--- config.mk ---
export PLATFORM = sky130hd
export DESIGN_NAME = cpsb_status
export DESIGN_NICKNAME = d
export VERILOG_FILES = /design/src/verilog/cpsb_pkg.sv /design/src/verilog/cpsb_addr_map.sv /design/src/verilog/cpsb_word_order.sv /design/src/verilog/cpsb_status.sv
export SDC_FILE = /design/constraint.sdc
export NUM_CORES = 1
export LEC_CHECK = 0
export BUFFER_PORTS_ARGS = -buffer_cell sky130_fd_sc_hd__buf_2
export CAP_MARGIN = 25
export CORE_AREA = 2 2 83 85
export CTS_CLUSTER_SIZE = 10
export DETAILED_ROUTE_END_ITERATION = 7
export DIE_AREA = 0 0 85 87
export PLACE_DENSITY = 0.69
export SYNTH_ARGS = -nofsm -noshare
export SYNTH_HDL_FRONTEND = slang
export SYNTH_SLANG_ARGS = --single-unit
--- constraint.sdc ---
create_clock -name CLK -period 1.3 [get_ports CLK]
set_input_delay 0.065 -clock CLK [delete_from_list [all_inputs] [get_ports CLK]]
set_output_delay 0.065 -clock CLK [all_outputs]
set_load 0.01 [all_outputs]
--- src/verilog/cpsb_pkg.sv ---
// Package for the CPU status word and bank addressing block
package cpsb_pkg;

  // Status word field positions
  localparam int BANK_HI = 15;
  localparam int BANK_LO = 11;
  localparam int WIN_HI = 10;
  localparam int WIN_LO = 8;
  localparam int FLAG_HALF = 7;
  localparam int FLAG_ALLOW = 4;
  localparam int FLAG_LVL_HI = 6;
  localparam int FLAG_LVL_LO = 5;
  localparam int FLAG_MSB = 3;
  localparam int FLAG_ZERO = 2;
  localparam int FLAG_OVF = 1;
  localparam int FLAG_CARRY = 0;

  // Mirror address, reset values and address map constants
  localparam logic [15:0] MIRROR_ADDR = 16'h0078;
  localparam logic [15:0] PSW_RESET = 16'h0060;
  localparam logic [1:0] LEVEL_NONE = 2'h3;
  localparam logic [15:0] BANK_BASE = 16'h0100;
  localparam logic [15:0] DIRECT_LOW_MAX = 16'h007f;
  localparam logic [15:0] WINDOW_BASE = 16'h0080;

  // Flag update sources
  typedef enum logic [1:0] {
    CPSB_OP_NONE = 2'b00,
    CPSB_OP_ARITH = 2'b01,
    CPSB_OP_XFER = 2'b10,
    CPSB_OP_SHIFT = 2'b11
  } cpsb_op_e;

  // Operation result bundle from execution
  typedef struct packed {
    cpsb_op_e kind;
    logic word;
    logic [15:0] result;
    logic half_carry;
    logic carry;
    logic overflow;
    logic shift_out;
  } cpsb_res_s;

  // Status write requests
  typedef struct packed {
    logic psw_we;
    logic [15:0] psw_data;
    logic mirror_we;
    logic [7:0] mirror_data;
    logic mask_open;
    logic mask_close;
    logic level_we;
    logic [1:0] level_data;
  } cpsb_wr_s;

endpackage

--- src/verilog/cpsb_addr_map.sv ---
// Address mapping for bank registers and direct operands
`timescale 1ns/1ps
module cpsb_addr_map
  import cpsb_pkg::*;
(
  // Pointer fields
  input wire logic [4:0] bank_select,
  input wire logic [2:0] direct_window,
  // Operands
  input wire logic [7:0] opcode,
  input wire logic [7:0] direct_operand,
  // Mapped addresses
  output logic [15:0] bank_reg_addr,
  output logic [15:0] direct_addr
);
  assign bank_reg_addr = BANK_BASE + {5'h00, bank_select, opcode[2:0]};

  always_comb begin
    if ({8'h00, direct_operand} <= DIRECT_LOW_MAX) begin
      direct_addr = {8'h00, direct_operand};
    end else begin
      direct_addr = WINDOW_BASE + {6'h00, direct_window, direct_operand[6:0]};
    end
  end
endmodule

--- src/verilog/cpsb_word_order.sv ---
// Big-endian byte placement for 16-bit data
`timescale 1ns/1ps
module cpsb_word_order (
  // Inputs: word to split and bytes to join
  input wire logic [15:0] word_in,
  input wire logic [7:0] byte_low_addr,
  input wire logic [7:0] byte_next_addr,
  // Outputs: split bytes and joined word
  output logic [7:0] out_low_addr,
  output logic [7:0] out_next_addr,
  output logic [15:0] word_out
);
  assign out_low_addr = word_in[15:8];
  assign out_next_addr = word_in[7:0];
  assign word_out = {byte_low_addr, byte_next_addr};
endmodule

--- src/verilog/cpsb_status.sv ---
// Program status word, flags, interrupt gating and addressing
`timescale 1ns/1ps
module cpsb_status
  import cpsb_pkg::*;
(
  // Clock and reset
  input wire logic CLK,
  input wire logic RESET,
  // Execution results
  input wire cpsb_res_s RES,
  // Status writes
  input wire cpsb_wr_s WR,
  // Bus byte access
  input wire logic [15:0] BUS_ADDR,
  input wire logic BUS_RD,
  output logic [7:0] MIRROR_RDATA,
  output logic MIRROR_HIT,
  // Word move read
  output logic [15:0] PSW,
  // Addressing
  input wire logic [7:0] OPCODE,
  input wire logic [7:0] DIRECT_OPERAND,
  output logic [15:0] BANK_REG_ADDR,
  output logic [15:0] DIRECT_ADDR,
  // Interrupt request
  input wire logic IRQ_VALID,
  input wire logic [1:0] IRQ_LEVEL,
  output logic IRQ_ACCEPT,
  // Stack push of a word
  input wire logic [15:0] PUSH_WORD,
  output logic [7:0] PUSH_LOW_ADDR_BYTE,
  output logic [7:0] PUSH_NEXT_ADDR_BYTE,
  // Operand bytes from instruction stream
  input wire logic [7:0] OPND_NEAR,
  input wire logic [7:0] OPND_FAR,
  output logic [15:0] OPND_WORD
);

  logic [4:0] bank_select;
  logic [2:0] direct_window;
  logic [7:0] condition_flags;
  logic [7:0] next_flags;
  logic [15:0] res_eff;
  logic res_msb;
  logic allow_request;
  logic [1:0] current_level;

  assign allow_request = condition_flags[FLAG_ALLOW];
  assign current_level = {condition_flags[FLAG_LVL_HI],
                          condition_flags[FLAG_LVL_LO]};

  assign PSW = {bank_select, direct_window, condition_flags};

  // Pointer fields: word move and mirror share ownership
  always_ff @(posedge CLK) begin
    if (RESET) begin
      bank_select <= PSW_RESET[BANK_HI:BANK_LO];
      direct_window <= PSW_RESET[WIN_HI:WIN_LO];
    end else if (WR.psw_we) begin
      bank_select <= WR.psw_data[BANK_HI:BANK_LO];
      direct_window <= WR.psw_data[WIN_HI:WIN_LO];
    end else if (WR.mirror_we) begin
      bank_select <= WR.mirror_data[7:3];
      direct_window <= WR.mirror_data[2:0];
    end
  end

  assign MIRROR_HIT = BUS_RD && (BUS_ADDR == MIRROR_ADDR);
  always_ff @(posedge CLK) begin
    if (RESET) begin
      MIRROR_RDATA <= 8'h00;
    end else if (MIRROR_HIT) begin
      MIRROR_RDATA <= {bank_select, direct_window};
    end
  end

  // Byte results only look at the low byte
  assign res_eff = RES.word ? RES.result : {8'h00, RES.result[7:0]};
  assign res_msb = RES.word ? RES.result[15] : RES.result[7];

  always_comb begin
    next_flags = condition_flags;
    if (RES.kind != CPSB_OP_NONE) begin
      next_flags[FLAG_MSB] = res_msb;
      next_flags[FLAG_ZERO] = (res_eff == 16'h0000);
    end
    if (RES.kind == CPSB_OP_ARITH) begin
      next_flags[FLAG_HALF] = RES.half_carry;
      next_flags[FLAG_OVF] = RES.overflow;
      next_flags[FLAG_CARRY] = RES.carry;
    end
    if (RES.kind == CPSB_OP_SHIFT) begin
      next_flags[FLAG_CARRY] = RES.shift_out;
    end
    if (WR.mask_open) begin
      next_flags[FLAG_ALLOW] = 1'b1;
    end else if (WR.mask_close) begin
      next_flags[FLAG_ALLOW] = 1'b0;
    end
    if (WR.level_we) begin
      next_flags[FLAG_LVL_HI] = WR.level_data[1];
      next_flags[FLAG_LVL_LO] = WR.level_data[0];
    end
  end

  // Flags take the low byte of the word on a word move, otherwise the computed next flags
  always_ff @(posedge CLK) begin
    if (RESET) begin
      condition_flags <= PSW_RESET[7:0];
    end else if (WR.psw_we) begin
      condition_flags <= WR.psw_data[7:0];
    end else begin
      condition_flags <= next_flags;
    end
  end

  assign IRQ_ACCEPT = IRQ_VALID && allow_request &&
                      (IRQ_LEVEL < current_level);

  cpsb_addr_map u_map (
    .bank_select(bank_select),
    .direct_window(direct_window),
    .opcode(OPCODE),
    .direct_operand(DIRECT_OPERAND),
    .bank_reg_addr(BANK_REG_ADDR),
    .direct_addr(DIRECT_ADDR)
  );

  cpsb_word_order u_order (
    .word_in(PUSH_WORD),
    .byte_low_addr(OPND_NEAR),
    .byte_next_addr(OPND_FAR),
    .out_low_addr(PUSH_LOW_ADDR_BYTE),
    .out_next_addr(PUSH_NEXT_ADDR_BYTE),
    .word_out(OPND_WORD)
  );

  // Checks
  a_bank_reset: assert property (@(posedge CLK)
    RESET |=> PSW[15:11] == 5'h00) else $error("bank not cleared");
  a_window_reset: assert property (@(posedge CLK)
    RESET |=> PSW[10:8] == 3'h0) else $error("window not cleared");
  a_level_reset: assert property (@(posedge CLK)
    RESET |=> current_level == LEVEL_NONE && !allow_request)
    else $error("level reset wrong");
  a_irq_gate: assert property (@(posedge CLK) disable iff (RESET)
    IRQ_ACCEPT |-> allow_request && IRQ_LEVEL < current_level)
    else $error("bad accept");
  a_mirror_write: assert property (@(posedge CLK) disable iff (RESET)
    WR.mirror_we && !WR.psw_we |=> PSW[15:8] == $past(WR.mirror_data) &&
    PSW[7:0] == $past(next_flags)) else $error("mirror write wrong");
  a_zero_flag: assert property (@(posedge CLK) disable iff (RESET)
    RES.kind != CPSB_OP_NONE && !WR.psw_we && !WR.level_we |=>
    PSW[FLAG_ZERO] == ($past(res_eff) == 16'h0000))
    else $error("zero flag wrong");
  a_msb_flag: assert property (@(posedge CLK) disable iff (RESET)
    RES.kind != CPSB_OP_NONE && !WR.psw_we |=> PSW[FLAG_MSB] == $past(res_msb))
    else $error("msb flag wrong");
  a_shift_carry: assert property (@(posedge CLK) disable iff (RESET)
    RES.kind == CPSB_OP_SHIFT && !WR.psw_we |=>
    PSW[FLAG_CARRY] == $past(RES.shift_out)) else $error("shift carry wrong");
  a_psw_write: assert property (@(posedge CLK) disable iff (RESET)
    WR.psw_we |=> PSW == $past(WR.psw_data)) else $error("word move wrong");
  a_bank_addr: assert property (@(posedge CLK) disable iff (RESET)
    BANK_REG_ADDR[15:8] == 8'h01) else $error("bank address out");
  a_low_direct: assert property (@(posedge CLK) disable iff (RESET)
    !DIRECT_OPERAND[7] |-> DIRECT_ADDR == {8'h00, DIRECT_OPERAND})
    else $error("low direct moved");

  // Flag checks skip word move cycles, since the move wins
  a_half_carry: assert property (
    @(posedge CLK) disable iff (RESET)
    RES.kind == CPSB_OP_ARITH && !WR.psw_we |=>
    PSW[FLAG_HALF] == $past(RES.half_carry))
    else $error("half carry wrong");

  a_xfer_half: assert property (
    @(posedge CLK) disable iff (RESET)
    RES.kind == CPSB_OP_XFER && !WR.psw_we |=>
    PSW[FLAG_HALF] == $past(PSW[FLAG_HALF]))
    else $error("half carry moved on transfer");

  a_ovf_flag: assert property (
    @(posedge CLK) disable iff (RESET)
    RES.kind == CPSB_OP_ARITH && !WR.psw_we |=>
    PSW[FLAG_OVF] == $past(RES.overflow))
    else $error("overflow flag wrong");

  a_arith_carry: assert property (
    @(posedge CLK) disable iff (RESET)
    RES.kind == CPSB_OP_ARITH && !WR.psw_we |=>
    PSW[FLAG_CARRY] == $past(RES.carry))
    else $error("arith carry wrong");

  a_zero_byte: assert property (
    @(posedge CLK) disable iff (RESET)
    RES.kind != CPSB_OP_NONE && !RES.word && RES.result[7:0] == 8'h00 &&
    !WR.psw_we |=> PSW[FLAG_ZERO])
    else $error("byte zero missed");

  a_msb_byte: assert property (
    @(posedge CLK) disable iff (RESET)
    RES.kind != CPSB_OP_NONE && !RES.word && !WR.psw_we |=>
    PSW[FLAG_MSB] == $past(RES.result[7]))
    else $error("byte msb wrong");

  a_flags_hold: assert property (
    @(posedge CLK) disable iff (RESET)
    RES.kind == CPSB_OP_NONE && !WR.psw_we && !WR.mask_open &&
    !WR.mask_close && !WR.level_we |=> $stable(PSW[7:0]))
    else $error("flags changed idle");

  // Interrupt mask and level bits
  a_mask_open: assert property (
    @(posedge CLK) disable iff (RESET)
    WR.mask_open && !WR.psw_we |=> PSW[FLAG_ALLOW])
    else $error("mask not opened");

  a_mask_close: assert property (
    @(posedge CLK) disable iff (RESET)
    WR.mask_close && !WR.mask_open && !WR.psw_we |=> !PSW[FLAG_ALLOW])
    else $error("mask not closed");

  a_allow_hold: assert property (
    @(posedge CLK) disable iff (RESET)
    !WR.psw_we && !WR.mask_open && !WR.mask_close |=>
    $stable(PSW[FLAG_ALLOW]))
    else $error("allow bit moved");

  a_level_write: assert property (
    @(posedge CLK) disable iff (RESET)
    WR.level_we && !WR.psw_we |=>
    PSW[FLAG_LVL_HI:FLAG_LVL_LO] == $past(WR.level_data))
    else $error("level not written");

  a_level_hold: assert property (
    @(posedge CLK) disable iff (RESET)
    !WR.psw_we && !WR.level_we |=> $stable(PSW[FLAG_LVL_HI:FLAG_LVL_LO]))
    else $error("level moved");

  // Acceptance seen from the outside word, both directions
  a_irq_closed: assert property (
    @(posedge CLK) disable iff (RESET)
    !PSW[FLAG_ALLOW] |-> !IRQ_ACCEPT)
    else $error("accept while masked");

  a_irq_idle: assert property (
    @(posedge CLK) disable iff (RESET)
    !IRQ_VALID |-> !IRQ_ACCEPT)
    else $error("accept without request");

  a_irq_lowest: assert property (
    @(posedge CLK) disable iff (RESET)
    IRQ_LEVEL == LEVEL_NONE |-> !IRQ_ACCEPT)
    else $error("level three accepted");

  a_irq_serve: assert property (
    @(posedge CLK) disable iff (RESET)
    IRQ_VALID && PSW[FLAG_ALLOW] &&
    IRQ_LEVEL < PSW[FLAG_LVL_HI:FLAG_LVL_LO] |-> IRQ_ACCEPT)
    else $error("request not served");

  // Pointer ownership between word move and mirror
  a_psw_wins: assert property (
    @(posedge CLK) disable iff (RESET)
    WR.psw_we && WR.mirror_we |=> PSW[15:8] == $past(WR.psw_data[15:8]))
    else $error("mirror beat word move");

  a_pointer_hold: assert property (
    @(posedge CLK) disable iff (RESET)
    !WR.psw_we && !WR.mirror_we |=> $stable(PSW[15:8]))
    else $error("pointers moved");

  a_mirror_read: assert property (
    @(posedge CLK) disable iff (RESET)
    MIRROR_HIT |=> MIRROR_RDATA == $past(PSW[15:8]))
    else $error("mirror read wrong");

  a_mirror_keep: assert property (
    @(posedge CLK) disable iff (RESET)
    !MIRROR_HIT |=> $stable(MIRROR_RDATA))
    else $error("mirror data moved");

  a_mirror_reset: assert property (
    @(posedge CLK)
    RESET |=> MIRROR_RDATA == 8'h00)
    else $error("mirror data not cleared");

  // Address mapping, checked by field rather than by sum
  a_bank_index: assert property (
    @(posedge CLK) disable iff (RESET)
    BANK_REG_ADDR[2:0] == OPCODE[2:0])
    else $error("bank index wrong");

  a_bank_field: assert property (
    @(posedge CLK) disable iff (RESET)
    BANK_REG_ADDR[7:3] == PSW[BANK_HI:BANK_LO])
    else $error("bank field wrong");

  a_high_direct: assert property (
    @(posedge CLK) disable iff (RESET)
    DIRECT_OPERAND[7] |-> DIRECT_ADDR[6:0] == DIRECT_OPERAND[6:0] &&
    DIRECT_ADDR[15:7] == {6'h00, PSW[WIN_HI:WIN_LO]} + 9'h001)
    else $error("window relocation wrong");

  a_low_window: assert property (
    @(posedge CLK) disable iff (RESET)
    DIRECT_OPERAND[7] && PSW[WIN_HI:WIN_LO] == 3'h0 |->
    DIRECT_ADDR == {8'h00, DIRECT_OPERAND})
    else $error("window zero wrong");

  a_top_window: assert property (
    @(posedge CLK) disable iff (RESET)
    DIRECT_OPERAND[7] && PSW[WIN_HI:WIN_LO] == 3'h7 |->
    DIRECT_ADDR[15:7] == 9'h008)
    else $error("window seven wrong");

  a_direct_range: assert property (
    @(posedge CLK) disable iff (RESET)
    DIRECT_ADDR <= 16'h047f)
    else $error("direct address out");

  // Byte order of words
  a_push_order: assert property (
    @(posedge CLK) disable iff (RESET)
    PUSH_LOW_ADDR_BYTE == PUSH_WORD[15:8] &&
    PUSH_NEXT_ADDR_BYTE == PUSH_WORD[7:0])
    else $error("push order wrong");

  a_opnd_order: assert property (
    @(posedge CLK) disable iff (RESET)
    OPND_WORD[15:8] == OPND_NEAR && OPND_WORD[7:0] == OPND_FAR)
    else $error("operand order wrong");

  c_irq: cover property (@(posedge CLK) IRQ_ACCEPT);
  c_mirror: cover property (@(posedge CLK) WR.mirror_we ##1 MIRROR_HIT);
  c_shift: cover property (@(posedge CLK) RES.kind == CPSB_OP_SHIFT);
  c_window: cover property (@(posedge CLK) DIRECT_ADDR[10]);
  c_psw_move: cover property (@(posedge CLK) WR.psw_we && WR.mirror_we);
endmodule

Word level (Yosys, flattened, before mapping):

Cells that the tools add are included.

* order comparisons: 2
* reductions and logical operators: 11
* add/subtract/negate cells: 2
* mux-type cells: 15
* eq/ne operators: 3

Operator list (number)
* two-way mux 16 bit: 2
* equality test 16 x 7 -> 1 bit, second input constant: 1
* zero test 16 bit: 1
* adder 8 x 10 -> 11 bit, first input constant: 1
* adder 9 x 8 -> 10 bit, first input constant: 1
* two-way mux 5 bit: 2
* nonzero test 2 bit: 5
* <= comparator 8 x 7 -> 1 bit, second input constant: 1
* two-way mux 8 bit: 1
* two-way mux 2 bit: 3
* two-way mux 3 bit: 2
* nonzero test 3 bit: 2
* two-way mux 1 bit: 5
* logical AND 1 bit: 3
* equality test 2 x 1 -> 1 bit, second input constant: 1
* equality test 2 bit, second input constant: 1
* less-than comparator 2 bit: 1

* output and inout port bits: 90
* bits in registers: 24
* input bits: 124
* logic and storage cells: 41

Longest topological paths before layout:

* depth after elaboration: 4
* gate-level depth with buffers: 5
* depth with buffers taken out: 4

Modules after synthesis:

Synthesis repeated with hierarchy kept, for this count alone.

* cell total of the unflattened synthesis: 210
* area total of the unflattened synthesis: 1691.6 µm²

By module, submodules not included
* cpsb_status: cells an instance 142, times used 1, seq. area each 480.5 µm², area an instance 1183.6 µm²
* cpsb_addr_map: cells an instance 36, times used 1, seq. area each 0.0 µm², area an instance 267.8 µm²
* cpsb_word_order: cells an instance 32, times used 1, seq. area each 0.0 µm², area an instance 240.2 µm²

Worst setup path before layout:

Ideal clock, no wire load.

* path kind: flip-flop to output port
* start: register condition_flags[6]
* end: output port IRQ_ACCEPT
* slack: 198 ps
* required time: 1235 ps
* path buffers: 0
* arrival: 1037 ps
* stages on the path, launching flop included: 4
* path through: dfxtp_1 -> inv_1 -> ha_1 -> a211oi_1

* cells in the longest elaborated chain, start to end: 2

Ends and longest elaborated chain
* start: declaration: line cpsb_status.sv:41 `logic [7:0] condition_flags;`
* start signal: assignment: line cpsb_status.sv:109 `condition_flags <= PSW_RESET[7:0];`
* start signal: assignment: line cpsb_status.sv:111 `condition_flags <= WR.psw_data[7:0];`
* start signal: assignment: line cpsb_status.sv:113 `condition_flags <= next_flags;`
* less-than comparator 2 bit: line cpsb_status.sv:118 `(IRQ_LEVEL < current_level);`
* logical AND 1 bit: line cpsb_status.sv:117 `assign IRQ_ACCEPT = IRQ_VALID && allow_request &&`
* end: declaration: line cpsb_status.sv:28 `output logic IRQ_ACCEPT,`

No other way between the ends.

Final worst setup path:

* start: register direct_window[0]
* end: output port DIRECT_ADDR[9]

* cells in the longest elaborated chain, start to end: 2

Ends and longest elaborated chain
* start: declaration: line cpsb_status.sv:40 `logic [2:0] direct_window;`
* start signal: assignment: line cpsb_status.sv:58 `direct_window <= PSW_RESET[WIN_HI:WIN_LO];`
* start signal: assignment: line cpsb_status.sv:61 `direct_window <= WR.psw_data[WIN_HI:WIN_LO];`
* start signal: assignment: line cpsb_status.sv:64 `direct_window <= WR.mirror_data[2:0];`
* adder 8 x 10 -> 11 bit: line cpsb_addr_map.sv:22 `direct_addr = WINDOW_BASE + {6'h00, direct_window, direct_operand[6:0]};`
* two-way mux 16 bit: line cpsb_addr_map.sv:19 `if ({8'h00, direct_operand} <= DIRECT_LOW_MAX) begin`
* end: declaration: line cpsb_status.sv:24 `output logic [15:0] DIRECT_ADDR,`

No other way between the ends.

==> results.tsv <==
stage	metric	value	unit
floorplan	core-area	0.00657	mm²
power	leakagePower	1.07	nW
power	power.internal	0.00138	W
sta	grt_setup_unrepaired	true	
sta	finalCritPeriodShare	95.3	%
setup_path	cp_data_required_time	1240	ps
routing	drtIter0Drc	41	
floorplan	io_pins	214	
power	p_switching	0.000500	W
power	combPwrFrac	21.0	%
setup_path	crit_family	flip-flops	
power	vdd_drop_max	0.345	mV
clocking	clk_pin_slew	100	ps
routing	via_count	1556	
cells_and_area	nFillCells	709	
global_routing	antenna_found_initial	0	
routing	avgRoutedWirePerCell	12.5	µm
clocking	clock_latency	270	ps
routing	drt_pre_antenna_iters	4	
floorplan	start_util	25.7	%
global_routing	met1_usage	13.0	%
place	io_buffers	111	
global_routing	grt_util_met2	20.8	%
clocking	cts_sinks	24	
setup_path	path_max_fanout	2	
routing	drc	0	
setup_path	critPathBufInv	1	
synthesis	syn_avg_cell_area	8.05	µm²
global_routing	groute.layer.met3.usage	1.61	%
cells_and_area	final_util	31.4	%
run	maxCapViolCount	0	
synthesis	synthesis.area	0.00169	mm²
setup_path	critPathCaptureType	output pin	
cells_and_area	fin_nets	402	
min_path	min_from	WR[20]	
setup_path	cp_slowest_stage_delay	370	ps
clocking	cts_buffers	3	
floorplan	dieHeight	87	µm
cells_and_area	antenna_cells	0	
sta	timing.hold.ws	12.2	ps
floorplan	die_w	85	µm
synthesis	ys_types	32	
cells_and_area	final_cell_area	0.00206	mm²
place	placed_cell_area	0.00195	mm²
routing	via_per_inst	4.38	
setup_path	worstSetupStartpoint	direct_window[0]	
synthesis	synthTopCellsByArea	dfxtp_1 28%, buf_4 27%, mux2i_1 8.9%	
synthesis	netlist.top_cell.by_area	dfxtp_1	
global_routing	gr-max-usage-layer	met2	
sta	drv_slew	0	
clocking	cts_buffer_depth	2	
global_routing	grt_pass1_vias	1449	
place	dp_hpwl	3600	µm
cells_and_area	syn_to_final_growth	22.1	%
outcome	status	complete, no violations	
clocking	postCtsHoldBufs	0	
setup_path	rr_startpoint	direct_window[0]	
synthesis	ys_warn_count	0	
synthesis	syn_inst	210	
cells_and_area	layout-drive-gt1-share	47.3	%
power	pwr-share-seq	42.4	%
global_routing	grt_pass1_wl	6850	µm
synthesis	synth-seq-cells	24	
floorplan	die-area	0.00740	mm²
setup_path	worstPathCellList	ha_4 > xor2_1 > and2_1 > buf_2	
sta	fin_skew	4.76	ps
clocking	clock-root-buffer	clkbuf_8	
global_routing	grt_start_max_net_pins	25	
power	switching_share	26.6	%
global_routing	grt.total_usage	11.5	%
sta	finalHoldViolCount	0	
setup_path	crit_type	register to output pin	
routing	finalWirelength	4440	µm
sta	finalSetupViolCount	0	
clocking	cts_max_level	1	
sta	max_freq	807	MHz
global_routing	grt_overflow	0	
floorplan	num_rows	30	
setup_path	slowest_stage	dfxtp_4	
setup_path	cp-start-kind	register	
min_path	hp-class	primary input to register	
power	power.clock.fraction	36.6	%
synthesis	yosysSeqAreaShare	28.4	%
sta	finalCriticalPeriod	1240	ps
place	gp_congestion	0.740	
routing	ant_nets	0	
synthesis	netlist.area_leader.share	28.4	%
setup_path	arrival	1170	ps
clocking	cts_tree	done	
power	powerDensity	912	mW/mm²
layout by cell type, fill, tap and decap left out, types with 3 or more instances in the layout:
| master | Yosys | layout |
|---|---|---|
| clkbuf_8 | 0 | 3 |
| dfxtp_1 | 24 | 21 |
| mux2_1 | 3 | 3 |
| nand3_1 | 8 | 8 |
| nand2b_1 | 4 | 4 |
| mux2i_1 | 15 | 15 |
| nor2_1 | 26 | 26 |
| buf_2 | 3 | 111 |
| nand2_1 | 4 | 4 |
| buf_4 | 60 | 7 |
| conb_1 | 2 | 13 |
| o21ai_1 | 10 | 10 |
| a21oi_1 | 18 | 18 |
sequential cells by signal, indices dropped and copies added, names as in the netlist:
signal / cells
MIRROR_RDATA: 8
condition_flags: 8
direct_window: 3
bank_select: 5
through the flow:
| stage | power, W | setup TNS [ps] | worst slack [ps] | std cells |
|---|---|---|---|---|
| 2_1_floorplan | 0.00117 | 0 | 198 | 221 |
| 3_3_place_gp | 0.00119 | 0 | 64.4 | 350 |
| 3_5_place_dp | 0.00120 | 0 | 37.0 | 350 |
| 4_1_cts | 0.00192 | 0 | 13.2 | 355 |
| 5_1_grt | 0.00200 | -23.2 | -12.6 | 355 |
| 6_report | 0.00188 | 0 | 61.3 | 355 |
final timing paths:
| path | end | slack (ps) | cells after the start |
|---|---|---|---|
| worst max-delay path | DIRECT_ADDR[9] | 60 | 4 |
| worst min-delay path | condition_flags[6] | 10 | 3 |
| worst max register to register | direct_window[0] | 340 | 5 |
| worst min register to register | MIRROR_RDATA[3] | 480 | 2 |
cells in the mapped netlist:
master / n
a221oi_1: 1
mux2_1: 3
a211oi_1: 2
nor2b_1: 1
buf_4: 60
conb_1: 2
ha_1: 2
o21ai_1: 10
buf_2: 3
nor4_1: 1
mux2i_1: 15
nand2_1: 4
nor4bb_1: 1
a21oi_1: 18
nor4_4: 1
nand3_1: 8
xor2_1: 1
nand2b_1: 4
clkbuf_1: 3
and4b_1: 1
o21ai_0: 1
dfxtp_1: 24
nor3_1: 2
or3_1: 2
and2_1: 2
a311oi_1: 1
and4_1: 2
nand4_1: 2
or4_1: 2
nor2_1: 26
inv_1: 3
buf_1: 2
cell type report:
type                       count  area [µm²]  share of cell area, %
tap                           80         100                   4.85
clock buffer                   3        41.3                   2.00
clock inverter                 1        30.0                   1.46
timing repair buffer         118         608                   29.5
inverter                       3        11.3                  0.546
sequential                    24         487                   23.6
multi-input combinational    126         786                   38.1
repair_timing:
item,CTS,global route
cloned,0,0
pin swaps,1,1
buffers inserted,1,0
setup endpoints to repair,3,3
resized for setup,7,2
power groups by stage:
stage	Clock, W	Combinational, W	Sequential [W]
after floorplan	0	0.000338	0.000827
after global placement	0	0.000379	0.000815
after detailed placement	0	0.000387	0.000816
after CTS	0.000722	0.000400	0.000797
after global routing	0.000753	0.000445	0.000804
final	0.000689	0.000395	0.000798
tightest hold or removal path, cell delays in order:
cell and delay (ps):
buf_2 80, mux2i_1 60, nand2b_1 60
per-layer routing:
metal	up-vias	part of all wire, %
li1	766	-
met5	-	0
met3	20	7.9
met2	79	50
met4	0	3.7
met1	691	39
logic make-up after synthesis:
| group | count (synthesis) | synth area share (%) |
|---|---|---|
| muxes | 18 | 10.9 |
| AOI/OAI and AO/OA | 33 | 10.5 |
| and+or+nand+nor | 59 | 18.4 |
| adders and majority gates | 2 | 1.48 |
| other | 2 | 0.444 |
| xor gates and xnor gates | 1 | 0.518 |
| buffers and inverters | 71 | 29.3 |
| DFF | 24 | 28.4 |
Power figures use the tool's default switching activity.
